### config.mk
export PLATFORM = sky130hd
export DESIGN_NAME = sram_host_ctrl
export DESIGN_NICKNAME = d
export VERILOG_FILES = /design/src/inc/sram_ctrl_pkg.sv /design/src/pin_sync.sv /design/src/sram_host_ctrl.sv
export SDC_FILE = /design/constraint.sdc
export NUM_CORES = 1
export LEC_CHECK = 0
export ABC_CLOCK_PERIOD_IN_PS = 5100
export BUFFER_PORTS_ARGS = -buffer_cell sky130_fd_sc_hd__clkbuf_2
export CORE_MARGIN = 5
export CORE_UTILIZATION = 55
export CTS_CLUSTER_DIAMETER = 80
export DETAILED_ROUTE_END_ITERATION = 6
export GPL_TIMING_DRIVEN = 1
export PLACE_DENSITY = 0.83
export SLEW_MARGIN = 20
export SYNTH_ARGS = -nofsm -noshare
export SYNTH_HDL_FRONTEND = slang
export SYNTH_HIERARCHICAL = 1
export SYNTH_SLANG_ARGS = --single-unit
### constraint.sdc
create_clock -name mclk -period 5.1 [get_ports mclk]
set_input_delay 1.02 -clock mclk [delete_from_list [all_inputs] [get_ports mclk]]
set_output_delay 1.02 -clock mclk [all_outputs]
set_load 0.01 [all_outputs]
### src/inc/sram_ctrl_pkg.sv
// Package for the asynchronous 1M x 4 static memory controller
package sram_ctrl_pkg;
  localparam int ADDR_W = 20;
  localparam int DATA_W = 4;
  localparam int CLK_PS = 4000;
  // Grade timing in picoseconds, fastest grade by default
  localparam int CYCLE_PS = 10000;
  localparam int ADDR_VALID_PS = 8000;
  localparam int SEL_LOW_PS = 8000;
  localparam int DATA_VALID_BEFORE_END_PS = 6000;
  localparam int WE_TO_HIZ_PS = 6000;
  localparam int OE_ACCESS_PS = 5000;
  localparam int DESELECT_HIZ_PS = 5000;
  // Least times round up, in clock cycles
  localparam int CYC_CYCLES = (CYCLE_PS + CLK_PS - 1) / CLK_PS;
  localparam int ACCESS_CYCLES = (CYCLE_PS + CLK_PS - 1) / CLK_PS;
  localparam int HIZ_CYCLES = (WE_TO_HIZ_PS + CLK_PS - 1) / CLK_PS;
  localparam int DVE_CYCLES = (DATA_VALID_BEFORE_END_PS + CLK_PS - 1) / CLK_PS;
  localparam int WP_A = (ADDR_VALID_PS + CLK_PS - 1) / CLK_PS;
  localparam int WP_B = HIZ_CYCLES + DVE_CYCLES;
  localparam int WP_CYCLES = (WP_A > WP_B) ? WP_A : WP_B;
  localparam int GAP_CYCLES = (DESELECT_HIZ_PS + CLK_PS - 1) / CLK_PS;
  localparam int CNT_W = 4;

  typedef struct packed {
    logic write;
    logic [ADDR_W-1:0] addr;
    logic [DATA_W-1:0] wdata;
  } req_t;

  typedef struct packed {
    logic selN;
    logic writeN;
    logic gateN;
    logic [ADDR_W-1:0] addr;
  } pins_t;
endpackage

### src/pin_sync.sv
// Three-stage input synchroniser that accepts a change once stages two and three agree
`timescale 1ns/1ps
module pin_sync #(
  parameter int W = 4
) (
  input wire logic mclk,
  input wire logic rst_n,
  input wire logic clkEn,
  input wire logic [W-1:0] din,
  output logic [W-1:0] dout
);
  logic [W-1:0] s1;
  logic [W-1:0] s2;
  logic [W-1:0] s3;
  wire [W-1:0] agree = ~(s2 ^ s3);
  wire [W-1:0] next_dout = (agree & s3) | (~agree & dout);

  always_ff @(posedge mclk or negedge rst_n) begin
    if (!rst_n) begin
      s1 <= '0;
      s2 <= '0;
      s3 <= '0;
      dout <= '0;
    end else if (clkEn) begin
      s1 <= din;
      s2 <= s1;
      s3 <= s2;
      dout <= next_dout;
    end
  end
endmodule

### src/sram_host_ctrl.sv
// Controller that drives the asynchronous 1M x 4 static memory through its pins
`timescale 1ns/1ps
// Contract
// Memory holds 1M words of 4 bits, 20 address lines, 4 bidirectional data pins.
// Memory is static and clockless; no refresh is ever issued.
// Select low, strobe high, gate low makes memory drive read data.
// Memory writes while select and strobe are both low.
// Select high floats memory pins and ignores strobe and gate.
// Read cycle, write cycle and access time equal the grade time.
// Data valid at most gate access time after gate falls.
// Old data held at least 4 ns after an address change.
// Memory drives no sooner than 4 ns after select falls.
// Address valid at least 8 or 10 ns before write ends.
// Select low at least 8 or 10 ns before write ends.
// Write data valid at least 6 or 7 ns before write ends.
// Memory floats pins within 6 or 7 ns after strobe falls.
// Memory drives no sooner than 3 ns after write ends.
// Strobe low time covers turn-off delay plus data valid time.
// Controller never drives pins while memory may still drive them.
// Select falling with or after strobe keeps memory pins floating.
// Late address delays read data by full access time from address.
// Strobe returns high before the address changes.
module sram_host_ctrl #(
  parameter int CYC = sram_ctrl_pkg::CYC_CYCLES,
  parameter int ACC = sram_ctrl_pkg::ACCESS_CYCLES,
  parameter int WPW = sram_ctrl_pkg::WP_CYCLES,
  parameter int GAP = sram_ctrl_pkg::GAP_CYCLES
) (
  input wire logic mclk,
  input wire logic rst_n,
  input wire logic clkEn,
  input wire logic reqValid,
  input sram_ctrl_pkg::req_t req,
  output logic reqReady,
  output logic rdValid,
  output logic [sram_ctrl_pkg::DATA_W-1:0] rdData,
  output sram_ctrl_pkg::pins_t pins,
  input wire logic [sram_ctrl_pkg::DATA_W-1:0] dataIn,
  output logic [sram_ctrl_pkg::DATA_W-1:0] dataOut,
  output logic dataOe
);
  typedef enum logic [2:0] {IDLE, RD, WR_SETUP, WR_PULSE, WR_END, TURN} state_t;
  localparam logic [sram_ctrl_pkg::CNT_W-1:0] ONE = 4'h1;

  state_t state;
  state_t next_state;
  logic [sram_ctrl_pkg::CNT_W-1:0] cnt;
  logic [sram_ctrl_pkg::CNT_W-1:0] next_cnt;
  logic [sram_ctrl_pkg::DATA_W-1:0] dataSync;

  function automatic logic [sram_ctrl_pkg::CNT_W-1:0] cyc(input int n);
    cyc = (n < 1) ? ONE : n[sram_ctrl_pkg::CNT_W-1:0];
  endfunction

  // Read data arrives from the pins, so it goes through the synchroniser
  pin_sync #(.W(sram_ctrl_pkg::DATA_W)) u_sync (
    .mclk(mclk),
    .rst_n(rst_n),
    .clkEn(clkEn),
    .din(dataIn),
    .dout(dataSync)
  );

  wire cntDone = (cnt == ONE);
  wire take = (state == IDLE) && reqValid && reqReady;
  // Sync latency is four edges to dout; three cycles are added to the access time before sampling
  wire [sram_ctrl_pkg::CNT_W-1:0] rdLen = cyc(ACC + 3);

  always_comb begin
    next_state = state;
    next_cnt = cntDone ? cnt : cnt - ONE;
    case (state)
      IDLE: begin
        if (take) begin
          next_state = req.write ? WR_SETUP : RD;
          next_cnt = req.write ? ONE : rdLen;
        end
      end
      RD: begin
        if (cntDone) begin
          next_state = TURN;
          next_cnt = cyc(GAP);
        end
      end
      WR_SETUP: begin
        next_state = WR_PULSE;
        next_cnt = cyc(WPW);
      end
      WR_PULSE: begin
        if (cntDone) begin
          next_state = WR_END;
          next_cnt = cyc(CYC - WPW - 1);
        end
      end
      WR_END: begin
        if (cntDone) begin
          next_state = IDLE;
        end
      end
      TURN: begin
        if (cntDone) begin
          next_state = IDLE;
        end
      end
      default: begin
        next_state = IDLE;
        next_cnt = ONE;
      end
    endcase
  end

  // Gate is held high through writes so memory never drives during one
  wire next_selN = !(next_state == RD || next_state == WR_SETUP ||
    next_state == WR_PULSE || next_state == WR_END);
  wire next_writeN = !(next_state == WR_PULSE);
  wire next_gateN = !(next_state == RD);
  // Data drive opens with strobe, gate already high, and ends a cycle after it
  wire next_dataOe = (next_state == WR_PULSE) || (next_state == WR_END);

  always_ff @(posedge mclk or negedge rst_n) begin
    if (!rst_n) begin
      state <= IDLE;
      cnt <= ONE;
      pins <= '{selN: 1'b1, writeN: 1'b1, gateN: 1'b1, addr: '0};
      dataOut <= '0;
      dataOe <= 1'b0;
      reqReady <= 1'b0;
      rdValid <= 1'b0;
      rdData <= '0;
    end else if (clkEn) begin
      state <= next_state;
      cnt <= next_cnt;
      pins.selN <= next_selN;
      pins.writeN <= next_writeN;
      pins.gateN <= next_gateN;
      if (take) begin
        pins.addr <= req.addr;
        dataOut <= req.wdata;
      end
      dataOe <= next_dataOe;
      reqReady <= (next_state == IDLE);
      rdValid <= (state == RD) && cntDone;
      if ((state == RD) && cntDone) begin
        rdData <= dataSync;
      end
    end
  end

  a_strobe_inside_select: assert property (@(posedge mclk) disable iff (!rst_n)
    !pins.writeN |-> !pins.selN) else $error("Strobe low outside select");
  a_no_fight: assert property (@(posedge mclk) disable iff (!rst_n)
    dataOe |-> pins.gateN) else $error("Drive while gate low");
  a_addr_stable_write: assert property (@(posedge mclk) disable iff (!rst_n)
    !pins.writeN |-> $stable(pins.addr)) else $error("Address moved in write");
  a_pulse_width: assert property (@(posedge mclk) disable iff (!rst_n)
    $fell(pins.writeN) |-> !pins.writeN [*2]) else $error("Strobe too short");
  a_data_before_end: assert property (@(posedge mclk) disable iff (!rst_n)
    $rose(pins.writeN) |-> $past(dataOe) && $past(dataOe, 2))
    else $error("Data not valid before end");
  a_sel_before_end: assert property (@(posedge mclk) disable iff (!rst_n)
    $rose(pins.writeN) |-> !$past(pins.selN, 3)) else $error("Select too late");
  a_read_gate: assert property (@(posedge mclk) disable iff (!rst_n)
    !pins.gateN |-> pins.writeN && !pins.selN) else $error("Bad read pins");
  a_read_done: assert property (@(posedge mclk) disable iff (!rst_n)
    $fell(pins.gateN) |-> ##[1:10] rdValid) else $error("Read never ends");

  // Cycle counts below assume the package defaults for the fastest grade

  a_pulse_full: assert property (@(posedge mclk) disable iff (!rst_n)
    $fell(pins.writeN) |-> !pins.writeN [*4])
    else $error("Strobe shorter than turn-off plus data time");

  a_turn_gap: assert property (@(posedge mclk) disable iff (!rst_n)
    $rose(pins.gateN) |-> !dataOe [*3])
    else $error("Drive too soon after read");

  a_data_hold_end: assert property (@(posedge mclk) disable iff (!rst_n)
    $rose(pins.writeN) |-> dataOe)
    else $error("Data dropped at end of write");

  a_addr_move_idle: assert property (@(posedge mclk) disable iff (!rst_n)
    $changed(pins.addr) |-> $past(pins.selN))
    else $error("Address moved while selected");

  a_oe_in_write: assert property (@(posedge mclk) disable iff (!rst_n)
    dataOe |-> !pins.selN)
    else $error("Drive outside select");

  a_oe_after_strobe: assert property (@(posedge mclk) disable iff (!rst_n)
    $rose(dataOe) |-> !pins.writeN)
    else $error("Drive opened before strobe");

  a_sel_setup: assert property (@(posedge mclk) disable iff (!rst_n)
    $fell(pins.writeN) |-> $past(!pins.selN))
    else $error("Select not ahead of strobe");

  a_addr_setup: assert property (@(posedge mclk) disable iff (!rst_n)
    $fell(pins.writeN) |-> $stable(pins.addr))
    else $error("Address not settled at strobe");

  a_ready_idle: assert property (@(posedge mclk) disable iff (!rst_n)
    reqReady |-> pins.selN && pins.writeN && pins.gateN && !dataOe)
    else $error("Ready while pins busy");

  a_read_len: assert property (@(posedge mclk) disable iff (!rst_n)
    $fell(pins.gateN) |-> !pins.gateN [*6])
    else $error("Read gate too short");

  a_valid_pulse: assert property (@(posedge mclk) disable iff (!rst_n)
    rdValid |=> !rdValid)
    else $error("Read valid longer than a cycle");

  a_write_ends_sel: assert property (@(posedge mclk) disable iff (!rst_n)
    $rose(pins.selN) |-> pins.writeN)
    else $error("Select left with strobe low");

  a_gap_after_sel: assert property (@(posedge mclk) disable iff (!rst_n)
    $rose(pins.selN) |-> !dataOe)
    else $error("Drive left on after deselect");

  a_rdvalid_sel: assert property (@(posedge mclk) disable iff (!rst_n)
    rdValid |-> pins.selN && pins.gateN)
    else $error("Read result before pins released");
endmodule

==> summary.md, run 1 <==
| Metric | Value |
|---|---|
| Buffer count from post-CTS setup fixing | `0` |
| Wire length of the first global-routing pass | `8910 um` |
| Crit Path Class | `in -> reg` |
| Final weighted congestion in routability-driven placement | `0.774` |
| Hold Buf Count CTS | `0` |
| Setup Total Neg Slack | `0 ns` |
| Worst-Margin Slew | `1.05 ns` |
| Overall routed net length | `between 5000 and 6000 um` |
| Antenna-violating nets left | `0` |
| Proportion of netlist area held by the largest area contributor | `0.512` |
| Total gr overflow | `0` |
| Arrival time of data at the critical path endpoint | `3.23 ns` |
| Standard cell with the maximum stage delay on the critical path | `sky130_fd_sc_hd__nor3_4` |
| TritonRoute pass-1 iters | `4` |
| Max-capacitance violation count | `0` |
| Global Route Usage Sum | `0.188` |
| Static leakage | `0.00157 uW` |
| Prevailing post-synth register cell | `sky130_fd_sc_hd__dfrtp_1` |
| DR vias/cell | `5.62` |
| CP startpoint kind | `input pin` |
| Detailed Place HPWL | `between 3000 and 4000 um` |
| Number of antenna violations at the first check in global routing | `0` |
| Layout area overhead | `22.5%` |
| Insertion delay of the later-clocked pin in the worst-skew pair | `about 0.34 ns` |
| Worst slew margin relative to its limit | `0.296` |
| Clock Skews | `0.00768 ns` |
| Vertical die dimension | `78.6 um` |
| Number of synthesized register bits | `57` |
| Effective utilization at floorplan | `0.555` |
| Worst path bufs/invs | `2` |
| Power per unit of standard cell area | `533 nW/um^2` |
| Path category of the worst min-delay check | `reg -> reg` |
| Final Slew Violations | `0` |
| Critical path peak fanout | `46` |
| DRC | `0` |
| Share of the core filled with cells in the final layout | `0.680` |
| Worst hold slack after final layout | `0.485 ns` |
| Commonest non-fill, non-tap cell in the layout | `sky130_fd_sc_hd__clkbuf_2` |
| Buffer depth of the longest clock path | `2` |
| Family with the most delay on the worst path | `simple AND/OR/NAND/NOR gates` |
| Highest Clock Rate | `332 MHz` |
| Net count after synthesis | `236` |
| Fraction of layout cells with a size suffix above 1 | `0.471` |
| Post-synthesis cell area | `around 2600 sq um` |
| # clock sinks | `57` |
| Final antenna diode count | `0` |
| Final setup viols | `0` |
| Fin nets | `306` |
| Outcome | `finished clean` |
| Crit path largest cell delay | `0.82 ns` |
| Data required time of the critical path | `5.32 ns` |
| Endpoints failing hold | `0` |
| Type of destination of the critical path | `flop` |
| Final Critical Period | `3.01 ns` |
| Setup repair after global routing missed its margin | `false` |
| Number of distinct library cells after synthesis | `46` |
| Drt first-iter violations | `about 190` |
| Clock tree from TritonCTS | `done` |
| Area of the core region | `4660 sq um` |
| VDD IR-drop max | `0.000305 V` |
| Post-synth EDFFs | `0` |
| Commonest cells after routing, fill and taps aside | `66 x sky130_fd_sc_hd__clkbuf_2, 53 x sky130_fd_sc_hd__dfrtp_1, 38 x sky130_fd_sc_hd__mux2_2` |
| Vias after detailed routing | `between 1500 and 2000` |
| Root Buffer | `sky130_fd_sc_hd__clkbuf_8` |
| Instance count of the mapped netlist | `about 200` |
| Quantity of I/O buffers inserted on ports | `66` |
| Cell Rows | `25` |
| Vias in the first global route | `about 1800` |
| Clock H-tree levels | `3` |
| Setup WS post-layout | `about 2.1 ns` |
| Largest net degree at the start of global routing | `58` |
| IO Count | `67` |
| Number of buffers added by the clock tree synthesis step | `9` |
| FFs w/ async S/R, synth | `1.00` |
| Portion of the clock cycle consumed by the worst path in the final layout | `0.590` |
| Pre-CTS setup slack | `1.76 ns` |
| Share of the yosys chip area belonging to registers | `0.553` |
| Cell taking the most area after synthesis | `sky130_fd_sc_hd__dfrtp_1` |
| Yosys warning total | `6` |
| Synth area leaders | `sky130_fd_sc_hd__dfrtp_1 51%, sky130_fd_sc_hd__mux2_2 17%, sky130_fd_sc_hd__dfstp_2 4.1%` |
| Horizontal die dimension | `78.6 um` |
| Mean Syn Cell Area | `13.0 sq um` |
| Cells along the critical path | `clkbuf_2 > buf_4 > or3b_1 > nor3_4 > mux2_2` |
| Number of resized instances in the post-cts repair step | `0` |
| CTS clock-pin slew for the worst setup and hold paths | `approximately 0.070 ns` |
| Die footprint | `6180 sq um` |
| Routed WL per cell | `about 17 um` |
[kinds of logic (layout without fill, tap and decap cells)]
family	after synthesis	count (layout)	share of synthesized area
buffers and inverters	17	92	0.0348
and+or+nand+nor	44	44	0.114
adders and majority gates	4	4	0.0193
DFF	57	57	0.553
muxes	39	39	0.170
AOI/OAI and AO/OA	38	38	0.110
[cell type report]
| class | count | area (sq um) |
|---|---|---|
| clock buffer | 11 | 151 |
| inverter | 8 | 30.0 |
| multi-input combinational | 125 | 1070 |
| timing repair buffer | 68 | 345 |
| sequential | 57 | 1430 |
| fill | 340 | 1490 |
| clock inverter | 5 | 77.6 |
| tap | 54 | 67.6 |
[flip-flops by register name (all words and copies together) (netlist names), named ones only]
name	flops
cnt	4
dataOe	1
dataOut	4
pins	23
rdData	4
rdValid	1
reqReady	1
state	3
u_sync/s1	4
u_sync/s2	4
u_sync/s3	4
[power by group]
part	switching, uW	internal, uW	total, uW
logic	245	248	493
clock network	184	300	484
registers	121	590	712
total	551	1140	1690
[synthesized netlist by cell type, types with 2 or more instances]
cell / n
sky130_fd_sc_hd__a21o_1: 3
sky130_fd_sc_hd__a21oi_1: 4
sky130_fd_sc_hd__a22o_1: 3
sky130_fd_sc_hd__a22oi_1: 4
sky130_fd_sc_hd__and3b_1: 3
sky130_fd_sc_hd__buf_6: 3
sky130_fd_sc_hd__clkbuf_1: 4
sky130_fd_sc_hd__dfrtp_1: 53
sky130_fd_sc_hd__dfstp_2: 4
sky130_fd_sc_hd__ha_1: 4
sky130_fd_sc_hd__inv_1: 8
sky130_fd_sc_hd__mux2_2: 38
sky130_fd_sc_hd__nand2_1: 7
sky130_fd_sc_hd__nand2b_1: 7
sky130_fd_sc_hd__nand3b_1: 2
sky130_fd_sc_hd__nand4bb_1: 2
sky130_fd_sc_hd__nor2_1: 7
sky130_fd_sc_hd__nor2b_1: 4
sky130_fd_sc_hd__nor3b_1: 3
sky130_fd_sc_hd__nor4bb_1: 2
sky130_fd_sc_hd__o211ai_1: 3
sky130_fd_sc_hd__o21ai_0: 6
sky130_fd_sc_hd__o32a_1: 2
[per-stage QoR]
stage,instance area (sq um),power [uW],std cells
floorplan,2590,1040,199
global placement,2940,1180,312
detailed placement,2940,1200,312
CTS,3170,1700,328
global route,3170,1790,328
finish,3170,1690,328
[routing by layer]
metal / share of wire / global-route usage / vias to the layer above
li1: - / - / 868
met1: 0.42 / 0.238 / 906
met2: 0.50 / 0.292 / 61
met3: 0.063 / 0.0585 / 8
met4: 0.015 / 0.0927 / 0
met5: 0 / 0 / -
[path summary, 6_finish.rpt]
kind | slack (ns) | to | cells after the start | start
min in group asynchronous | 0.81 | pins[18] | 2 | rst_n
hold reg to reg | 0.48 | pins[13] | 1 | pins[13]
setup reg to reg | 2.60 | cnt[0] | 7 | cnt[0]
max in group asynchronous | 3.82 | rdData[0] | 2 | rst_n
setup / recovery | 2.09 | dataOut[2] | 5 | clkEn
hold / removal | 0.48 | pins[13] | 1 | pins[13]
No activity file was read; power rests on OpenSTA's default activity.
==> inputs of run 2 (changes only) <==
--- a/config.mk
+++ b/config.mk
@@ -5,14 +5,14 @@
 export SDC_FILE = /design/constraint.sdc
 export NUM_CORES = 1
 export LEC_CHECK = 0
-export ABC_CLOCK_PERIOD_IN_PS = 5100
+export ABC_CLOCK_PERIOD_IN_PS = 2500
 export BUFFER_PORTS_ARGS = -buffer_cell sky130_fd_sc_hd__clkbuf_2
 export CORE_MARGIN = 5
-export CORE_UTILIZATION = 55
+export CORE_UTILIZATION = 47
 export CTS_CLUSTER_DIAMETER = 80
 export DETAILED_ROUTE_END_ITERATION = 6
 export GPL_TIMING_DRIVEN = 1
-export PLACE_DENSITY = 0.83
+export PLACE_DENSITY = 0.75
 export SLEW_MARGIN = 20
 export SYNTH_ARGS = -nofsm -noshare
 export SYNTH_HDL_FRONTEND = slang
==> constraint.sdc (replaced) <==
create_clock -name mclk -period 2.5 [get_ports mclk]
set_input_delay 0.5 -clock mclk [delete_from_list [all_inputs] [get_ports mclk]]
set_output_delay 0.5 -clock mclk [all_outputs]
set_load 0.01 [all_outputs]
==> run 2 against run 1 <==
Design area fell by 0.12%. Critical path depth rose by 2. Sequential power rose by 99%. Combinational power rose by 120%. Setup slack got worse by 1.8 ns. Clock power rose by 56%. Critical path type is now reg -> reg. Largest cell class unchanged. Largest power group unchanged.
==> summary.md, run 2 (synthesized netlist as in run 1, its figures left out) <==
| Metric | Value |
|---|---|
| Outcome | `finished clean` |
| Worst slew margin relative to its limit | `0.543 (+0.247)` |
| Setup repair after global routing missed its margin | `false` |
| Number of antenna violations at the first check in global routing | `0 (unchanged)` |
| Startpoint of the lowest-slack register-to-register path | `cnt[0]` |
| Buffer count from post-CTS setup fixing | `0 (unchanged)` |
| Hold Buf Count CTS | `0 (unchanged)` |
| Register share of total power | `0.435 (+0.014)` |
| Clock tree from TritonCTS | `done` |
| Cell Rows | `27 (+8.0%)` |
| Horizontal die dimension | `84.2 um (+7.1%)` |
| Most flops, register | `pins` |
| Cell total after placement | `333 (+6.7%)` |
| Commonest cells after routing, fill and taps aside | `66 x sky130_fd_sc_hd__clkbuf_2, 53 x sky130_fd_sc_hd__dfrtp_1, 38 x sky130_fd_sc_hd__mux2_2` |
| Number of buffers added by the clock tree synthesis step | `9 (unchanged)` |
| CP startpoint kind | `flop` |
| Worst path bufs/invs | `1 (-1)` |
| Arrival time of data at the critical path endpoint | `2.49 ns (-0.74 ns)` |
| Power share of the combinational group | `0.332 (+0.040)` |
| Max-capacitance violation count | `0 (unchanged)` |
| Final setup viols | `0 (unchanged)` |
| # clock sinks | `57 (unchanged)` |
| Wire length of the first global-routing pass | `9140 um (+2.5%)` |
| Crit Path Class | `reg -> reg` |
| Quantity of I/O buffers inserted on ports | `66 (unchanged)` |
| Overall routed net length | `5180 um (-5.3%)` |
| Clock Skews | `0.00630 ns (-0.00138 ns)` |
| Fraction of layout cells with a size suffix above 1 | `0.469 (-0.00149)` |
| VDD IR-drop max | `0.000507 V (+66%)` |
| Cell internal power dissipation | `2170 uW (+90%)` |
| Area of the core region | `5440 sq um (+17%)` |
| Global Route Usage Sum | `0.161 (-0.0270)` |
| Worst-Margin Slew | `0.685 ns (-0.367 ns)` |
| Layout area overhead | `22.3%` |
| Net Sw Power | `1090 uW (+98%)` |
| Cells along the critical path | `ha_1 > nor3b_2 > inv_1 > ha_1 > nand2b_1 > a2111oi_0 > o21ai_0` |
| Largest net degree at the start of global routing | `58 (unchanged)` |
| Portion of the clock cycle consumed by the worst path in the final layout | `0.900` |
| Final Slew Violations | `0 (unchanged)` |
| Insertion delay of the later-clocked pin in the worst-skew pair | `0.32 ns (-0.02 ns)` |
| CP dominant cell by count | `sky130_fd_sc_hd__ha_1` |
| Fillers | `455 (+34%)` |
| Data required time of the critical path | `2.74 ns (-2.58 ns)` |
| Family with the most delay on the worst path | `adder cells` |
| Antenna-violating nets left | `0 (unchanged)` |
| Effective utilization at floorplan | `0.476 (-0.0795)` |
| Endpoints failing hold | `0 (unchanged)` |
| DR vias/cell | `5.27 (-6.2%)` |
| Die footprint | `7090 sq um (+15%)` |
| Clock power frac | `0.232 (-0.054)` |
| Detailed Place HPWL | `3580 um (-0.79%)` |
| Static leakage | `0.00155 uW (-0.73%)` |
| Total gr overflow | `0 (unchanged)` |
| TritonRoute pass-1 iters | `4 (unchanged)` |
| Final weighted congestion in routability-driven placement | `0.873 (+13%)` |
| Fin nets | `309 (+0.98%)` |
| Commonest non-fill, non-tap cell in the layout | `sky130_fd_sc_hd__clkbuf_2` |
| DRC | `0 (unchanged)` |
| Vertical die dimension | `84.2 um (+7.1%)` |
| CTS clock-pin slew for the worst setup and hold paths | `0.06 ns (about the same)` |
| Final antenna diode count | `0 (unchanged)` |
| Highest Clock Rate | `444 MHz` |
| Worst setup startpoint | `cnt[0]` |
| Flip-flop count of the largest register after layout | `23 (unchanged)` |
| Routed WL per cell | `14.9 um (-11%)` |
| Critical path peak fanout | `6 (-87%)` |
| Final Critical Period | `2.25 ns` |
| Buffer depth of the longest clock path | `2 (unchanged)` |
| Vias in the first global route | `1933 (+6.3%)` |
| Final cell count without fillers | `349 (+6.4%)` |
| Clock H-tree levels | `3 (unchanged)` |
| Vias after detailed routing | `1839 (-0.22%)` |
| Standard cell with the maximum stage delay on the critical path | `sky130_fd_sc_hd__dfstp_2` |
| IO Count | `67 (unchanged)` |
| Drt first-iter violations | `218 (+17%)` |
| Power per unit of standard cell area | `1030 nW/um^2 (+93%)` |
| Type of destination of the critical path | `flop` |
| Setup Total Neg Slack | `0 ns (unchanged)` |
| Proportion of total power due to net switching | `0.335 (+0.00898)` |
| Worst hold slack after final layout | `0.310 ns (-0.175 ns)` |
| Crit path largest cell delay | `0.58 ns (-0.24 ns)` |
| Path category of the worst min-delay check | `in -> async` |
| Root Buffer | `sky130_fd_sc_hd__clkbuf_8` |
[run 2: cell count changes in the layout (fill, tap and decap cells not counted), sizes merged]
| cell | change |
|---|---|
| buf | +3 |
| bufinv | -2 |
| clkbuf | +3 |
| clkinv | -1 |
[run 2: final timing paths]
check	endpoint	slack, ns	cells after the start
setup / recovery	cnt[0]	0.25	7
hold / removal	pins[3]	0.31	2
setup reg to reg	cnt[0]	0.25	7
hold reg to reg	pins[13]	0.50	1
max in group asynchronous	dataOut[3]	1.74	2
min in group mclk	pins[13]	0.41	2
[run 2: final cells by class]
type                            instances  area [sq um]  share of cell area
Sequential cell                        57          1430               0.452
Timing Repair Buffer                   71           368               0.116
Clock inverter                          2          12.5             0.00395
Inverter                                8          30.0             0.00948
Tap cell                               72          90.1              0.0284
Multi-Input combinational cell        125          1070               0.339
Clock buffer                           14           163              0.0514
[run 2: through the flow]
stage	setup slack, ns	utilization	instance area (sq um)	total power, uW
floorplan	0.403	-	2590	2110
global placement	0.291	0.549	2990	2470
detailed placement	0.214	0.549	2990	2510
CTS	0.201	0.581	3160	3290
global route	0.0247	0.582	3170	3510
finish	0.249	0.582	3170	3260
[run 2: power by group through the flow]
stage	registers, uW	clock network (uW)	logic [uW]
after floorplan	1460	0	649
after global placement	1410	0	1060
after detailed placement	1430	0	1080
after CTS	1420	788	1090
after global routing	1470	835	1210
final	1420	756	1080
[run 2: what timing repair did]
item	CTS	global route
hold endpoints to repair	0	0
endpoints found under the setup margin	0	1
gates resized for setup	0	1
[run 2: per-layer routing]
layer / vias up / part of all wire / global-route usage
met1: 908 / 0.43 / 0.212
met3: 2 / 0.058 / 0.0589
li1: 876 / - / -
met5: - / 0 / 0
met4: 0 / 0.0027 / 0.0556
met2: 53 / 0.51 / 0.247
